`src/verilog/lsf_pkg.sv`:
```
// Shared constants and types for the lane status flag bank
package lsf_pkg;

    // ------------------------------------------------------------
    // Geometry
    // ------------------------------------------------------------
    localparam int LSF_LANES = 4;

    // ------------------------------------------------------------
    // Register indexes (byte address is four times the index)
    // ------------------------------------------------------------
    localparam logic [7:0] LSF_IDX_LANE_STATUS = 8'h16;
    localparam logic [7:0] LSF_IDX_INT_STATUS  = 8'h30;
    localparam logic [7:0] LSF_IDX_INT_MASK    = 8'h31;
    localparam logic [7:0] LSF_IDX_AUX_SEL     = 8'h32;

    // ------------------------------------------------------------
    // Field positions inside lane_status
    // ------------------------------------------------------------
    localparam int LSF_COLL_LSB = 12;
    localparam int LSF_DEC_LSB  = 8;
    localparam int LSF_PASS_LSB = 4;
    localparam int LSF_NOIN_LSB = 0;

    // Bits that latch high and clear on read
    localparam logic [15:0] LSF_LATCH_MASK = 16'hFF0F;

    // ------------------------------------------------------------
    // Reset values
    // ------------------------------------------------------------
    localparam logic [15:0] LSF_STATUS_RST  = 16'h00F0;
    localparam logic [15:0] LSF_INT_RST     = 16'h0000;
    localparam logic [15:0] LSF_MASK_RST    = 16'h0000;
    localparam logic [7:0]  LSF_AUX_SEL_RST = 8'h00;
    localparam logic        LSF_AUX_IDLE_LVL = 1'b1;

    // ------------------------------------------------------------
    // Types
    // ------------------------------------------------------------
    typedef enum logic [1:0] {
        LSF_AUX_IDLE  = 2'b00,
        LSF_AUX_COMMA = 2'b01,
        LSF_AUX_NOIN  = 2'b10,
        LSF_AUX_PASS  = 2'b11
    } lsf_aux_sel_e;

    typedef enum logic [0:0] {
        LSF_BUS_IDLE   = 1'b0,
        LSF_BUS_ANSWER = 1'b1
    } lsf_bus_state_e;

    // One-cycle event pulses, laid out like lane_status
    typedef struct packed {
        logic [3:0] coll;
        logic [3:0] dec;
        logic [3:0] pat_err;
        logic [3:0] no_input;
    } lsf_events_s;

endpackage : lsf_pkg

```
`src/verilog/lsf_flag_cell.sv`:
```
// One sticky flag bit that an event drives and a read undoes
`timescale 1ns/10ps
module lsf_flag_cell #(
    parameter logic SET_VAL = 1'b1,  // Value an event forces
    parameter logic RST_VAL = 1'b0   // Value after reset
) (
    input  wire logic core_clk_i,
    input  wire logic reset_n_i,
    input  wire logic event_i,   // Event pulse
    input  wire logic clear_i,   // Read completes this cycle
    input  wire logic shown_i,   // Value the read returned
    output logic      flag_o
);

    logic flag_reg;
    logic flag_next;
    logic undo;

    // Undo only what the read really showed, so nothing is lost
    assign undo = clear_i && (shown_i == SET_VAL);

    // Event beats the undo in the same cycle
    assign flag_next = event_i ? SET_VAL :
                       undo    ? ~SET_VAL : flag_reg;

    // ------------------------------------------------------------
    // Flag storage
    // ------------------------------------------------------------
    always_ff @(posedge core_clk_i or negedge reset_n_i) begin
        if (!reset_n_i) begin
            flag_reg <= RST_VAL;
        end else begin
            flag_reg <= flag_next;
        end
    end

    assign flag_o = flag_reg;

endmodule : lsf_flag_cell

```
`src/verilog/lsf_top.sv`:
```
// Lane status flag bank with Avalon-MM slave and interrupt
`timescale 1ns/10ps

// Behaviour
// - collision bits 15:12 set per lane
// - sticky bits clear after being read
// - decode error bits 11:8 set per lane
// - pattern ok bits 7:4 reset to one
// - pattern error drives pattern ok low
// - read of zero pattern bit restores one
// - no-input bits 3:0 set per lane
// - collision and decode bits reset zero
// - no-input bits reset to zero
// - aux pin select 10 shows no-input
// - aux pin select 11 shows pattern ok
module lsf_top
    import lsf_pkg::*;
#(
    parameter int LANES = LSF_LANES  // Lane count
) (
    input  wire logic        core_clk_i,
    input  wire logic        reset_n_i,
    input  wire logic [7:0]  address_i,    // Byte address
    input  wire logic        read_i,
    input  wire logic        write_i,
    input  wire logic [31:0] writedata_i,
    input  wire logic [3:0]  byteenable_i,
    output logic      [31:0] readdata_o,
    output logic             waitrequest_o,
    input  wire lsf_events_s lane_evt_i,   // Core event pulses
    input  wire logic [3:0]  comma_det_i,  // Core comma flags
    output logic      [3:0]  aux_output_pin_o,
    output logic             irq_o
);

    // ------------------------------------------------------------
    // Declarations
    // ------------------------------------------------------------
    lsf_bus_state_e state_reg;      // Bus handshake state
    lsf_bus_state_e state_next;
    logic        wait_reg;          // Drives waitrequest
    logic [31:0] rdata_reg;         // Captured read data
    logic [15:0] mask_reg;          // Interrupt mask
    logic [7:0]  aux_sel_reg;       // Two bits per lane
    logic [3:0]  aux_reg;           // Aux pin flops
    logic        irq_reg;
    logic [15:0] lane_status;       // Live flag bits
    logic [15:0] int_stat;          // Sticky interrupt bits
    logic [15:0] evt_vec;           // Events as a vector
    logic [3:0]  aux_next;

    // ------------------------------------------------------------
    // Address decode
    // ------------------------------------------------------------
    wire [7:0] adr_status = {LSF_IDX_LANE_STATUS[5:0], 2'b00};
    wire [7:0] adr_int    = {LSF_IDX_INT_STATUS[5:0], 2'b00};
    wire [7:0] adr_mask   = {LSF_IDX_INT_MASK[5:0], 2'b00};
    wire [7:0] adr_aux    = {LSF_IDX_AUX_SEL[5:0], 2'b00};

    wire hit_status = (address_i == adr_status);
    wire hit_int    = (address_i == adr_int);
    wire hit_mask   = (address_i == adr_mask);
    wire hit_aux    = (address_i == adr_aux);

    // Request seen while idle, completed in answer state
    wire req    = read_i | write_i;
    wire accept = (state_reg == LSF_BUS_ANSWER) && req;
    wire wr_acc = accept && write_i;

    // Clear-on-read strobes at the completing edge
    wire clr_status = accept && read_i && hit_status;
    wire clr_int    = accept && read_i && hit_int;

    // Unmapped addresses read zero
    wire [15:0] rd_mux = hit_status ? lane_status :
                         hit_int    ? int_stat :
                         hit_mask   ? mask_reg :
                         hit_aux    ? {8'h00, aux_sel_reg} :
                                      16'h0000;

    assign evt_vec = lane_evt_i;

    // ------------------------------------------------------------
    // Bus handshake: one wait cycle, then one answer cycle
    // ------------------------------------------------------------
    assign state_next = (state_reg == LSF_BUS_ANSWER) ?
                        LSF_BUS_IDLE :
                        (req ? LSF_BUS_ANSWER : LSF_BUS_IDLE);

    always_ff @(posedge core_clk_i or negedge reset_n_i) begin
        if (!reset_n_i) begin
            state_reg <= LSF_BUS_IDLE;
            wait_reg  <= 1'b1;
        end else begin
            state_reg <= state_next;
            wait_reg  <= (state_next != LSF_BUS_ANSWER);
        end
    end

    // Read data captured before any clear takes effect
    always_ff @(posedge core_clk_i or negedge reset_n_i) begin
        if (!reset_n_i) begin
            rdata_reg <= 32'h0000_0000;
        end else begin
            case (state_reg)
                LSF_BUS_IDLE: begin
                    if (req) begin
                        rdata_reg <= {16'h0000, rd_mux};
                    end
                end
                default: begin
                    rdata_reg <= rdata_reg;
                end
            endcase
        end
    end

    // ------------------------------------------------------------
    // Writable control registers
    // ------------------------------------------------------------
    always_ff @(posedge core_clk_i or negedge reset_n_i) begin
        if (!reset_n_i) begin
            mask_reg    <= LSF_MASK_RST;
            aux_sel_reg <= LSF_AUX_SEL_RST;
        end else begin
            if (wr_acc && hit_mask && byteenable_i[0]) begin
                mask_reg[7:0] <= writedata_i[7:0];
            end
            if (wr_acc && hit_mask && byteenable_i[1]) begin
                mask_reg[15:8] <= writedata_i[15:8];
            end
            if (wr_acc && hit_aux && byteenable_i[0]) begin
                aux_sel_reg <= writedata_i[7:0];
            end
        end
    end

    // ------------------------------------------------------------
    // Flag cells: status bits and interrupt bits
    // ------------------------------------------------------------
    // Pattern bits idle at one and fall on error; all others
    // idle at zero and rise on their event.
    for (genvar b = 0; b < 16; b++) begin : g_bit
        localparam logic IS_PASS = (b >= LSF_PASS_LSB) &&
                                   (b < LSF_DEC_LSB);
        lsf_flag_cell #(
            .SET_VAL (~IS_PASS),
            .RST_VAL (LSF_STATUS_RST[b])
        ) u_stat (
            .core_clk_i (core_clk_i),
            .reset_n_i  (reset_n_i),
            .event_i    (evt_vec[b]),
            .clear_i    (clr_status),
            .shown_i    (rdata_reg[b]),
            .flag_o     (lane_status[b])
        );
        // Interrupt copy, sticky until its own register is read
        lsf_flag_cell #(
            .SET_VAL (1'b1),
            .RST_VAL (LSF_INT_RST[b])
        ) u_int (
            .core_clk_i (core_clk_i),
            .reset_n_i  (reset_n_i),
            .event_i    (evt_vec[b]),
            .clear_i    (clr_int),
            .shown_i    (rdata_reg[b]),
            .flag_o     (int_stat[b])
        );
    end

    // ------------------------------------------------------------
    // Aux output pin selection per lane
    // ------------------------------------------------------------
    for (genvar n = 0; n < LANES; n++) begin : g_aux
        wire [1:0] sel = aux_sel_reg[2*n+1 -: 2];
        assign aux_next[n] =
            (sel == LSF_AUX_NOIN)  ? lane_status[LSF_NOIN_LSB+n] :
            (sel == LSF_AUX_PASS)  ? lane_status[LSF_PASS_LSB+n] :
            (sel == LSF_AUX_COMMA) ? comma_det_i[n] :
                                     LSF_AUX_IDLE_LVL;

    end

    // Pins and interrupt come from flops; one cycle behind flags
    always_ff @(posedge core_clk_i or negedge reset_n_i) begin
        if (!reset_n_i) begin
            aux_reg <= 4'h0;
            irq_reg <= 1'b0;
        end else begin
            aux_reg <= aux_next;
            irq_reg <= |(int_stat & mask_reg);
        end
    end

    assign readdata_o       = rdata_reg;
    assign waitrequest_o    = wait_reg;
    assign aux_output_pin_o = aux_reg;
    assign irq_o            = irq_reg;

    // Marks the first sampled edge after reset release
    logic first_reg;
    always_ff @(posedge core_clk_i or negedge reset_n_i) begin
        if (!reset_n_i) begin
            first_reg <= 1'b1;
        end else begin
            first_reg <= 1'b0;
        end
    end
endmodule : lsf_top

```
`config.mk`:
```
export PLATFORM = sky130hd
export DESIGN_NAME = lsf_top
export DESIGN_NICKNAME = d
export VERILOG_FILES = /design/src/verilog/lsf_pkg.sv /design/src/verilog/lsf_flag_cell.sv /design/src/verilog/lsf_top.sv
export SDC_FILE = /design/constraint.sdc
export NUM_CORES = 1
export LEC_CHECK = 0
export BUFFER_PORTS_ARGS = -buffer_cell sky130_fd_sc_hd__buf_2
export CORE_UTILIZATION = 55
export DETAILED_ROUTE_END_ITERATION = 10
export MAX_ROUTING_LAYER = met4
export PLACE_DENSITY = 0.83
export SLEW_MARGIN = 20
export SYNTH_ARGS = -nofsm -noshare
export SYNTH_HDL_FRONTEND = slang
export SYNTH_SLANG_ARGS = --single-unit
```
`constraint.sdc`:
```
create_clock -name core_clk_i -period 4.8 [get_ports core_clk_i]
set_clock_uncertainty 0.1 [all_clocks]
set_input_delay 1.2 -clock core_clk_i [delete_from_list [all_inputs] [get_ports core_clk_i]]
set_output_delay 1.2 -clock core_clk_i [all_outputs]
set_load 0.02 [all_outputs]
```
== Word level (Yosys, flattened, before mapping) ==
Index checks and enable logic that the tools add are counted.

* Register bits: 79
* Logic and storage cells: 222
* Input port bits: 68
* Output and inout bits: 38

* Mux-type cells: 82
* Reduce and logical (&&, ||, !) cells: 76
* Bitwise logic cells: 8
* Equal/unequal tests: 16

{| class="wikitable"
|+ Operator list
! kind !! number
|-
| 1-bit 2-to-1 mux || 78
|-
| 2-bit nonzero test || 32
|-
| 16-bit 2-to-1 mux || 3
|-
| 1-bit logical AND || 42
|-
| 8-bit equality test, second input constant || 3
|-
| 16-bit AND || 1
|-
| 2-bit equality test, second input constant || 8
|-
| 16-bit OR reduction || 1
|-
| 2-bit by 1-bit equality test with 1-bit output, second input constant || 4
|-
| 8-bit by 7-bit equality test with 1-bit output, second input constant || 1
|-
| 8-bit 2-to-1 mux || 1
|-
| 1-bit NOT || 6
|-
| 2-bit AND reduction || 1
|-
| 1-bit bitwise OR || 1
|}

== Longest topological paths before layout ==
Gate-level depths: netlist (run 1).

* Depth in word-level cells: 7
* Mapped depth: 6
* Mapped depth without buffers: 5

== Hierarchy ==
Synthesis (run 1) repeated with hierarchy kept, for this count alone.

* Cell total of the unflattened synthesis: 322
* Area total of the unflattened synthesis: 3624.7 um^2

{| class="wikitable"
|+ Modules (own cells, without submodules)
! module !! times used !! cells an instance !! sequential area each (um^2) !! area each (um^2)
|-
| lsf_top || 1 || 222 || 1177.4 || 2428.6
|-
| lsf_flag_cell at g_bit[0].u_int ... || 28 || 3 || 25.0 || 36.3
|-
| lsf_flag_cell at g_bit[4].u_stat ... || 4 || 4 || 26.3 || 45.0
|}

== Least setup slack after synthesis (run 1) ==
OpenSTA, ideal clock, no wires.

* Path kind: input-to-reg
* Start point: input address_i[1]
* End point: register rdata_reg[10] (netlist: readdata_o[10])
* Buffers on the path: 2
* Library setup time: 131 ps
* Arrival: 2435 ps
* Data required time: 4569 ps
* Stages on the path: 6
* Path slack: 2134 ps
* Path through: or4b_4 > or2_1 > buf_6 > buf_6 > nor3_2 > nor3_1

* Word-level cells in the longest chain between the ends: 4
* Elaborated cells between the ends (all ways): 6
* Those cells by class: eq/ne (3); mux (3)

{| class="wikitable"
|+ Ends and longest elaborated chain
! what !! RTL line !! source
|-
| start: declaration || lsf_top.sv:23 || <nowiki>input wire logic [7:0] address_i,</nowiki>
|-
| 8-bit equality test || lsf_top.sv:62 || <nowiki>wire hit_mask = (address_i == adr_mask);</nowiki>
|-
| 16-bit 2-to-1 mux || lsf_top.sv:77 || <nowiki>hit_mask ? mask_reg :</nowiki>
|-
| 16-bit 2-to-1 mux || lsf_top.sv:76 || <nowiki>hit_int ? int_stat :</nowiki>
|-
| 16-bit 2-to-1 mux (*) || lsf_top.sv:75 || <nowiki>wire [15:0] rd_mux = hit_status ? lane_status :</nowiki>
|-
| end signal: assignment || lsf_top.sv:108 || <nowiki>rdata_reg <= {16'h0000, rd_mux};</nowiki>
|-
| end signal: assignment || lsf_top.sv:112 || <nowiki>rdata_reg <= rdata_reg;</nowiki>
|-
| end: declaration || lsf_top.sv:42 || <nowiki>logic [31:0] rdata_reg;</nowiki>
|}

Every way passes the cells marked *; elsewhere a longest branch is shown, timed or not.
A chain may end at the register's enable or synchronous reset.

== Final worst setup path (run 1) ==
* Start point: input address_i[5]
* End point: register mask_reg[5]

* Word-level cells in the longest chain between the ends: 3

{| class="wikitable"
|+ Ends and longest elaborated chain
! what !! RTL line !! source
|-
| 8-bit equality test || lsf_top.sv:62 ||
|-
| 1-bit logical AND (2 in series) || lsf_top.sv:126 || <nowiki>if (wr_acc && hit_mask && byteenable_i[0]) begin</nowiki>
|-
| end signal: assignment || lsf_top.sv:127 || <nowiki>mask_reg[7:0] <= writedata_i[7:0];</nowiki>
|-
| end: declaration || lsf_top.sv:43 || <nowiki>logic [15:0] mask_reg;</nowiki>
|}

Every way passes these cells.

==> impl_metrics.yaml, run 1 <==
routing:
  drt.antenna.violating_nets: 0
  drt_iter0_markers: 214
  wl_per_cell_um: 18.2
  routed_wirelength_um: 8740
  vias: 2827
  route.detailed.drc: 0
  drt-pass1-iter-count: 4
  vias_per_cell: 5.90
pwr:
  ir_drop_mv: 0.214
  p_leak_uw: 0.00184
  power_density_nw_per_um2: 330
global_route:
  grt_pass1_vias: 2904
  grt-ovfl-total: 0
  grt_max_degree: 80
  grt_first_pass_wirelength_um: 14300
  grt_use_total_pct: 27.0
  antenna_found_initial: 0
sta:
  min_period_over_period_pct: 63.8
  tns_ns: 0
  hold_viol: 0
  tightest_slew_ns: 1.02
  relSlewSlack_pct: 32.0
  finalSetupViolCount: 0
  layout_min_cycle_time_ns: 3.06
  max_freq_mhz: 327
  hold_ws_ns: 0.401
  drv_slew: 0
  grt_setup_unrepaired: "no"
clock_tree:
  root_buffer: "clkbuf_8"
  clk_pin_slew_worst_paths_ns: 0.07
  cts_tree: "done"
  hold_buffers: 0
  numClockSinks: 79
  insertion_delay_ns: 0.35
  numCtsBuffers: 9
  cts_setup_buffers: 0
  post_cts_resized: 0
  cts_max_path_buffers: 2
  htree_levels: 3
setup_path:
  timing.rr.end: "readdata_o[8]"
  slowest_delay_ns: 0.69
  slowest_stage: "and3_1"
  rrSetupSlack_ns: 2.32
  regToRegStartpoint: "state_reg"
  worstPathArrival_ns: 3.20
  worstPathCellList: "buf_2, and4bb_2, and3_1, nand2_1, mux2_2"
  startpoint_type: "input pin"
  critPathMaxFanout: 18
  endpoint_kind: "register"
  cp.required_ns: 4.93
  critPathKind: "input pin to register"
  rr_worst_depth: 6
final_layout:
  final.fill_count: 569
  n_antenna_cell: 0
  design_area_um2: 4220
  synthToLayoutAreaGrowth_pct: 10.4
  nNetsFinal: 462
  stdcell_count: 479
  drive_gt1_share_pct: 33.6
synthesis:
  yosysTopAreaCell: "dfrtp_1"
  synth_edf_count: 0
  ys_ff_latch: 79
  synth_area_per_cell_um2: 11.2
  synth_seq_area_share_pct: 51.9
  yosys.cell_count.top_type: "dfrtp_1"
  async_reset_ff_share_pct: 100
  synth.top_cells.by_count: "74 x dfrtp_1, 36 x a21o_1, 32 x buf_4, 30 x nand2_1, 24 x mux2_2"
  ys_warn_count: 0
  synthFlopType: "dfrtp_1"
  synth_cells: 341
  synthTopCellsByArea: "dfrtp_1 48%, a21o_1 7.1%, mux2_2 7.1%"
  syn_area_um2: 3820
  synth_top_area_share_pct: 48.5
  synth_cell_types: 40
placed_design:
  routabilityCongestion: 0.810
  hpwl_um: 5910
  dp_cells: 463
  port_buffers: 71
  dpl-instance-area_um2: 4030
die:
  num_rows: 30
  fp.dieH_um: 85.3
  num_io_pins: 106
  initial_core_util_pct: 56.5
  dieArea_um2: 7280
  die_w_um: 85.3
  core-area_um2: 6760
hold_path:
  min_to: "g_bit[13].u_stat.flag_o"
  whs_path_depth: 1
  worst_hold_path_type: "register to register"
  worstHoldStart: "g_bit[13].u_stat.flag_o"
job:
  cap_violations: 0
run_status:
  status: "complete, no violations"
[kinds of logic after synthesis]
logic type	after synthesis	synth area share, %
compound gates	86	16.4
buf+inv	51	8.98
flops	79	51.9
mux	28	8.13
other cells	1	0.0982
simple gates	96	14.4
[worst max path at each step]
stage,from,to,slack [ns]
final,address_i[5],mask_reg[5],1.74
after global routing,address_i[4],mask_reg[1],1.66
after CTS,address_i[5],mask_reg[3],1.76
after floorplan,address_i[1],readdata_o[10],2.13
after global placement,address_i[5],mask_reg[0],1.44
after detailed placement,address_i[5],mask_reg[3],1.39
[critical path, delay by kind of cell]
family                 cells  cell delay (ns)
multiplexers               1             0.40
AND/OR/NAND/NOR            3             1.47
buffers and inverters      1             0.12
[where the power goes]
part	switching [µW]	total [µW]	internal, µW
logic	128	194	66.4
registers	31.7	728	696
clock network	230	468	237
total	390	1390	1000
[per-stage QoR]
stage	setup slack, ns	util [%]	total power [µW]
2_1_floorplan	2.13	-	887
3_3_place_gp	1.44	59.7	927
3_5_place_dp	1.39	59.7	934
4_1_cts	1.76	62.4	1400
5_1_grt	1.66	62.4	1450
6_report	1.74	62.4	1390
[area by class of cell]
cell class	instances	area (µm²)	area share, %
Timing Repair Buffer	73	373	8.85
Multi-Input combinational cell	226	1560	37.0
Inverter	5	18.8	0.445
Tap cell	80	100	2.37
Sequential cell	79	1980	47.0
Clock buffer	11	131	3.12
Clock inverter	5	50.0	1.19
[placed cells by master, fill, tap and decap left out, types with 12 or more instances in the layout]
| cell | count |
|---|---|
| a21o_1 | 36 |
| buf_2 | 70 |
| nor3_1 | 15 |
| a221oi_1 | 12 |
| dfrtp_1 | 74 |
| nor2_1 | 20 |
| mux2_2 | 24 |
| conb_1 | 16 |
| a21oi_1 | 16 |
| nand2_1 | 30 |
[metal layers]
layer / share of wire (%) / global-route usage (%) / vias to the layer above / wire length (µm)
met3: 7.4 / 4.38 / 22 / 649
met2: 49 / 42.9 / 140 / 4300
met1: 41 / 34.2 / 1382 / 3580
met5: 0 / - / - / 0
met4: 2.4 / 12.7 / 0 / 208
li1: - / - / 1283 / -
No activity file was read; power rests on OpenSTA's default activity.
==> run 2: changes to the inputs <==
CORE_UTILIZATION = 47   (was 55)
PLACE_DENSITY = 0.76   (was 0.83)
clock period = 2.6 ns   (was 4.8 ns; I/O delays follow)
==> run 2 against run 1 <==
  * Flip-flop and latch count stayed put
  * Worst setup slack worse by 1.1 ns
  * Largest power group unchanged
  * Total power is 88% higher
  * Critical path type unchanged
  * Worst hold slack worse by 0.23 ns
==> impl_metrics.yaml, run 2 (synthesized netlist as in run 1, its figures left out) <==
run_status:
  status: "complete, no violations"
die:
  num_rows: 32
  initial_core_util_pct: 48.9
  core-area_um2: 7810
  fp.dieH_um: 92.1
  dieArea_um2: 8490
  num_io_pins: 106
  die_w_um: 92.1
pwr:
  cellInternalPower_uw: 1880
  clkPwrFrac_pct: 34.8
  p_comb_share_pct: 14.0
  power_switching_uw: 736
  ir_drop_mv: 0.393
  p_leak_uw: 0.00190
  p_sw_share_pct: 28.1
  seqPwrFrac_pct: 51.3
  power_density_nw_per_um2: 601
setup_path:
  endpoint_kind: "register"
  path_delay_family: "simple AND/OR/NAND/NOR gates"
  cp.required_ns: 2.75
  startpoint_type: "input pin"
  slowest_delay_ns: 0.59
  critPathMaxFanout: 8
  worstPathCellList: "buf_2, or4b_4, nor3b_4, a21oi_1, a211oi_1"
  slowest_stage: "or4b_4"
  worstPathArrival_ns: 2.16
  critPathKind: "input pin to register"
  critical_path_buf_inv_count: 1
final_layout:
  n_antenna_cell: 0
  final.fill_count: 681
  drive_gt1_share_pct: 35.6
  nNetsFinal: 473
  final_cell_mix: "74 x dfrtp_1, 70 x buf_2, 36 x a21o_1, 30 x nand2_1, 24 x mux2_2"
  layout_commonest_cell: "dfrtp_1"
  regArea_um2: 1980
  multi_input_area_um2: 1560
  final_util_pct: 55.8
  synthToLayoutAreaGrowth_pct: 14.1
sta:
  grt_setup_unrepaired: "no"
  relSlewSlack_pct: 63.9
  layout_min_cycle_time_ns: 2.01
  finalSetupViolCount: 0
  tightest_slew_ns: 0.540
  setup_ws_ns: 0.588
  drv_slew: 0
  min_period_over_period_pct: 77.4
  hold_viol: 0
  max_freq_mhz: 497
  tns_ns: 0
routing:
  route.detailed.drc: 0
  drt-pass1-iter-count: 4
  wl_per_cell_um: 17.4
  drt_iter0_markers: 143
  vias_per_cell: 5.65
  vias: 2891
  drt.antenna.violating_nets: 0
  routed_wirelength_um: 8910
clock_tree:
  cts_setup_buffers: 0
  post_cts_resized: 0
  root_buffer: "clkbuf_8"
  cts_tree: "done"
  cts_max_path_buffers: 2
  numCtsBuffers: 9
  hold_buffers: 0
  insertion_delay_ns: 0.35
  clk_pin_slew_worst_paths_ns: 0.08
  htree_levels: 3
  numClockSinks: 79
global_route:
  grt_use_total_pct: 23.5
  grt_first_pass_wirelength_um: 14500
  antenna_found_initial: 0
  grt_max_degree: 41
  grt-ovfl-total: 0
  grt_pass1_vias: 2790
placed_design:
  hpwl_um: 6140
  port_buffers: 71
  routabilityCongestion: 0.824
  place_ws_ns: 0.239
job:
  cap_violations: 0
hold_path:
  worst_hold_path_type: "input pin to asynchronous set/reset pin"
## run 2: cell types whose count changed in the layout (fill, tap and decap cells not counted)
cell / before / now
clkinvlp_4: 0 / 3
buf_4: 3 / 13
buf_12: 0 / 1
clkbuf_8: 9 / 10
clkbuf_1: 2 / 1
clkinv_2: 4 / 1
## run 2: metrics by stage
step           total power [µW]  cell area [µm²]  std cells  hold WS, ns
2_1_floorplan              1640             3870        356        0.254
3_3_place_gp               1720             4160        496        0.378
3_5_place_dp               1730             4160        496        0.386
4_1_cts                    2650             4360        512        0.172
5_1_grt                    2740             4360        512        0.193
6_report                   2620             4360        512        0.168
## run 2: path summary, 6_finish.rpt
check | startpoint | end | slack [ns] | cells past startpoint
setup / recovery | address_i[1] | readdata_o[3] | 0.59 | 5
max in group asynchronous | reset_n_i | g_bit[5].u_stat.flag_o | 1.58 | 2
hold / removal | reset_n_i | aux_output_pin_o[0] | 0.17 | 1
min in group core_clk_i | lane_evt_i[7] | g_bit[7].u_stat.flag_o | 0.33 | 2
setup reg to reg | state_reg | aux_sel_reg[2] | 0.94 | 3
hold reg to reg | g_bit[8].u_stat.flag_o | g_bit[8].u_stat.flag_o | 0.40 | 1
## run 2: per-layer routing
metal	up-vias	part of all wire, %	track usage (%)
met5	-	0	-
met4	0	1.2	7.16
met3	11	8.0	6.38
met2	138	47	35.4
met1	1429	44	31.0
li1	1313	-	-
## run 2: area by class of cell
| type | count | area share [%] |
|---|---|---|
| clock inverter | 5 | 1.32 |
| clock buffer | 11 | 3.25 |
| multi-input combinational | 226 | 35.8 |
| inverter | 5 | 0.431 |
| tap | 102 | 2.93 |
| timing repair buffer | 84 | 10.7 |
| sequential | 79 | 45.5 |
## run 2: power groups by stage
stage / registers, µW / logic (µW) / clock network [µW]
after floorplan: 1360 / 280 / 0
after global placement: 1360 / 362 / 0
after detailed placement: 1360 / 369 / 0
after CTS: 1340 / 370 / 940
after global routing: 1350 / 403 / 983
final: 1340 / 366 / 911
## run 2: worst reg2reg max path, stage by stage, from the launching register on
cell and delay [ns]:
dfrtp_1 0.39, and3_1 0.20, nand3_1 0.41, mux2_2 0.44
==> run 3: changes to the inputs <==
clock period = 1.85 ns   (was 2.6 ns; I/O delays follow)
==> run 3 against run 2 <==
  * Die area unchanged
  * Non-clock buffer count increased by 11
  * Clock power is 25% higher
  * Worst hold slack worse by 0.023 ns
  * Worst setup slack got worse by 0.43 ns
  * Combinational power up 47%
  * Global-route usage is 0.40 points lower
  * Critical path depth increased by 1
  * Register-to-register slack got worse by 0.65 ns
  * Sequential share of layout area is 1.3 points lower
  * Total power rose by 36%
  * Critical endpoint is now readdata_o[7]
  * Largest cell class unchanged
==> impl_metrics.yaml, run 3 (synthesized netlist as in run 1, its figures left out) <==
run_status:
  status: "complete, no violations"
final_layout:
  final.fill_count: 666
  regArea_um2: 1980
  final_cell_mix: "74 x dfrtp_1, 70 x buf_2, 36 x a21o_1, 30 x nand2_1, 24 x mux2_2"
  layout_commonest_cell: "dfrtp_1"
  nNetsFinal: 484
  design_area_um2: 4480
  multi_input_area_um2: 1560
  final_util_pct: 57.4
  n_antenna_cell: 0
  drive_gt1_share_pct: 37.1
  synthToLayoutAreaGrowth_pct: 17.4
  stdcell_count: 523
pwr:
  power_switching_uw: 998
  p_leak_uw: 0.00196
  clkPwrFrac_pct: 32.0
  p_sw_share_pct: 28.0
  seqPwrFrac_pct: 52.9
  p_comb_share_pct: 15.1
  power_density_nw_per_um2: 795
  cellInternalPower_uw: 2570
  ir_drop_mv: 0.608
setup_path:
  worstPathCellList: "buf_2, or4b_4, nor3b_4, buf_12, a21oi_1, a211oi_1"
  startpoint_type: "input pin"
  path_delay_family: "simple AND/OR/NAND/NOR gates"
  critPathMaxFanout: 8
  critical_path_buf_inv_count: 2
  slowest_delay_ns: 0.59
  cp.required_ns: 2.00
  critPathKind: "input pin to register"
  endpoint_kind: "register"
  slowest_stage: "or4b_4"
  worstPathArrival_ns: 1.84
global_route:
  grt_max_degree: 36
  antenna_found_initial: 0
  grt_pass1_vias: 2914
  grt-ovfl-total: 0
  grt_first_pass_wirelength_um: 14500
  grt_use_total_pct: 23.1
sta:
  hold_ws_ns: 0.145
  relSlewSlack_pct: 53.4
  grt_setup_unrepaired: "no"
  min_period_over_period_pct: 91.7
  setup_ws_ns: 0.154
  hold_viol: 0
  drv_slew: 0
  finalSetupViolCount: 0
  max_freq_mhz: 590
  layout_min_cycle_time_ns: 1.70
  tightest_slew_ns: 0.697
clock_tree:
  cts_max_path_buffers: 2
  numCtsBuffers: 9
  cts_setup_buffers: 0
  root_buffer: "clkbuf_8"
  post_cts_resized: 0
  htree_levels: 3
  numClockSinks: 79
  insertion_delay_ns: 0.34
  clk_pin_slew_worst_paths_ns: 0.08
  cts_tree: "done"
routing:
  drt-pass1-iter-count: 4
  drt_iter0_markers: 118
  route.detailed.drc: 0
  routed_wirelength_um: 8800
  vias_per_cell: 5.58
  drt.antenna.violating_nets: 0
  vias: 2917
  wl_per_cell_um: 16.8
placed_design:
  dp_cells: 506
  port_buffers: 71
  hpwl_um: 6290
  routabilityCongestion: 0.797
  place_ws_ns: -0.219
  dpl-instance-area_um2: 4300
die:
  initial_core_util_pct: 48.9
  die_w_um: 92.1
  fp.dieH_um: 92.1
  core-area_um2: 7810
  dieArea_um2: 8490
  num_io_pins: 106
  num_rows: 32
job:
  cap_violations: 0
hold_path:
  worst_hold_path_type: "input pin to register"
## run 3: changes by cell type in the layout (fill, tap and decap cells not counted), sizes merged
| cell | change |
|---|---|
| buf | +10 |
| dlygate4sd3 | +1 |
| clkbuf | +2 |
| clkinv | +1 |
| bufinv | -1 |
| clkinvlp | -2 |
## run 3: timing repair
| item | in CTS | in global routing |
|---|---|---|
| endpoints found under the hold margin | 25 | 0 |
| setup endpoints to repair | 0 | 0 |
| hold buffers | 1 | 0 |
## run 3: power by group through the flow
stage / sequential, µW / combinational (µW) / clock, µW
2_1_floorplan: 1910 / 394 / 0
3_3_place_gp: 1910 / 532 / 0
3_5_place_dp: 1920 / 540 / 0
4_1_cts: 1890 / 544 / 1170
5_1_grt: 1900 / 590 / 1230
6_report: 1890 / 539 / 1140
## run 3: metal layers
metal,vias up,track usage [%],part of all wire [%]
li1,1340,-,-
met1,1453,30.1,44
met2,116,36.7,49
met3,8,4.81,6.3
met4,0,6.38,0.68
met5,-,-,0
## run 3: cell type report
class	instances	share of cell area [%]
sequential	79	44.2
multi-input combinational	226	34.8
timing repair buffer	95	13.7
clock buffer	13	3.54
tap	102	2.85
inverter	5	0.419
clock inverter	3	0.391
## run 3: worst paths after layout
check	from	end	slack [ns]	cells after the start
max reg2reg	state_reg	g_bit[0].u_int.flag_o	0.29	5
max in group asynchronous	reset_n_i	g_bit[6].u_stat.flag_o	0.52	3
min in group asynchronous	reset_n_i	aux_output_pin_o[0]	0.48	2
min reg2reg	aux_sel_reg[5]	aux_output_pin_o[2]	0.40	1
max	address_i[2]	readdata_o[7]	0.15	6
min	lane_evt_i[7]	g_bit[7].u_stat.flag_o	0.14	2
## run 3: per-stage QoR
step	TNS (ns)	power (µW)
5_1_grt	0	3720
4_1_cts	0	3600
6_report	0	3570
3_3_place_gp	-7.54	2450
3_5_place_dp	-9.13	2460
2_1_floorplan	-0.664	2300
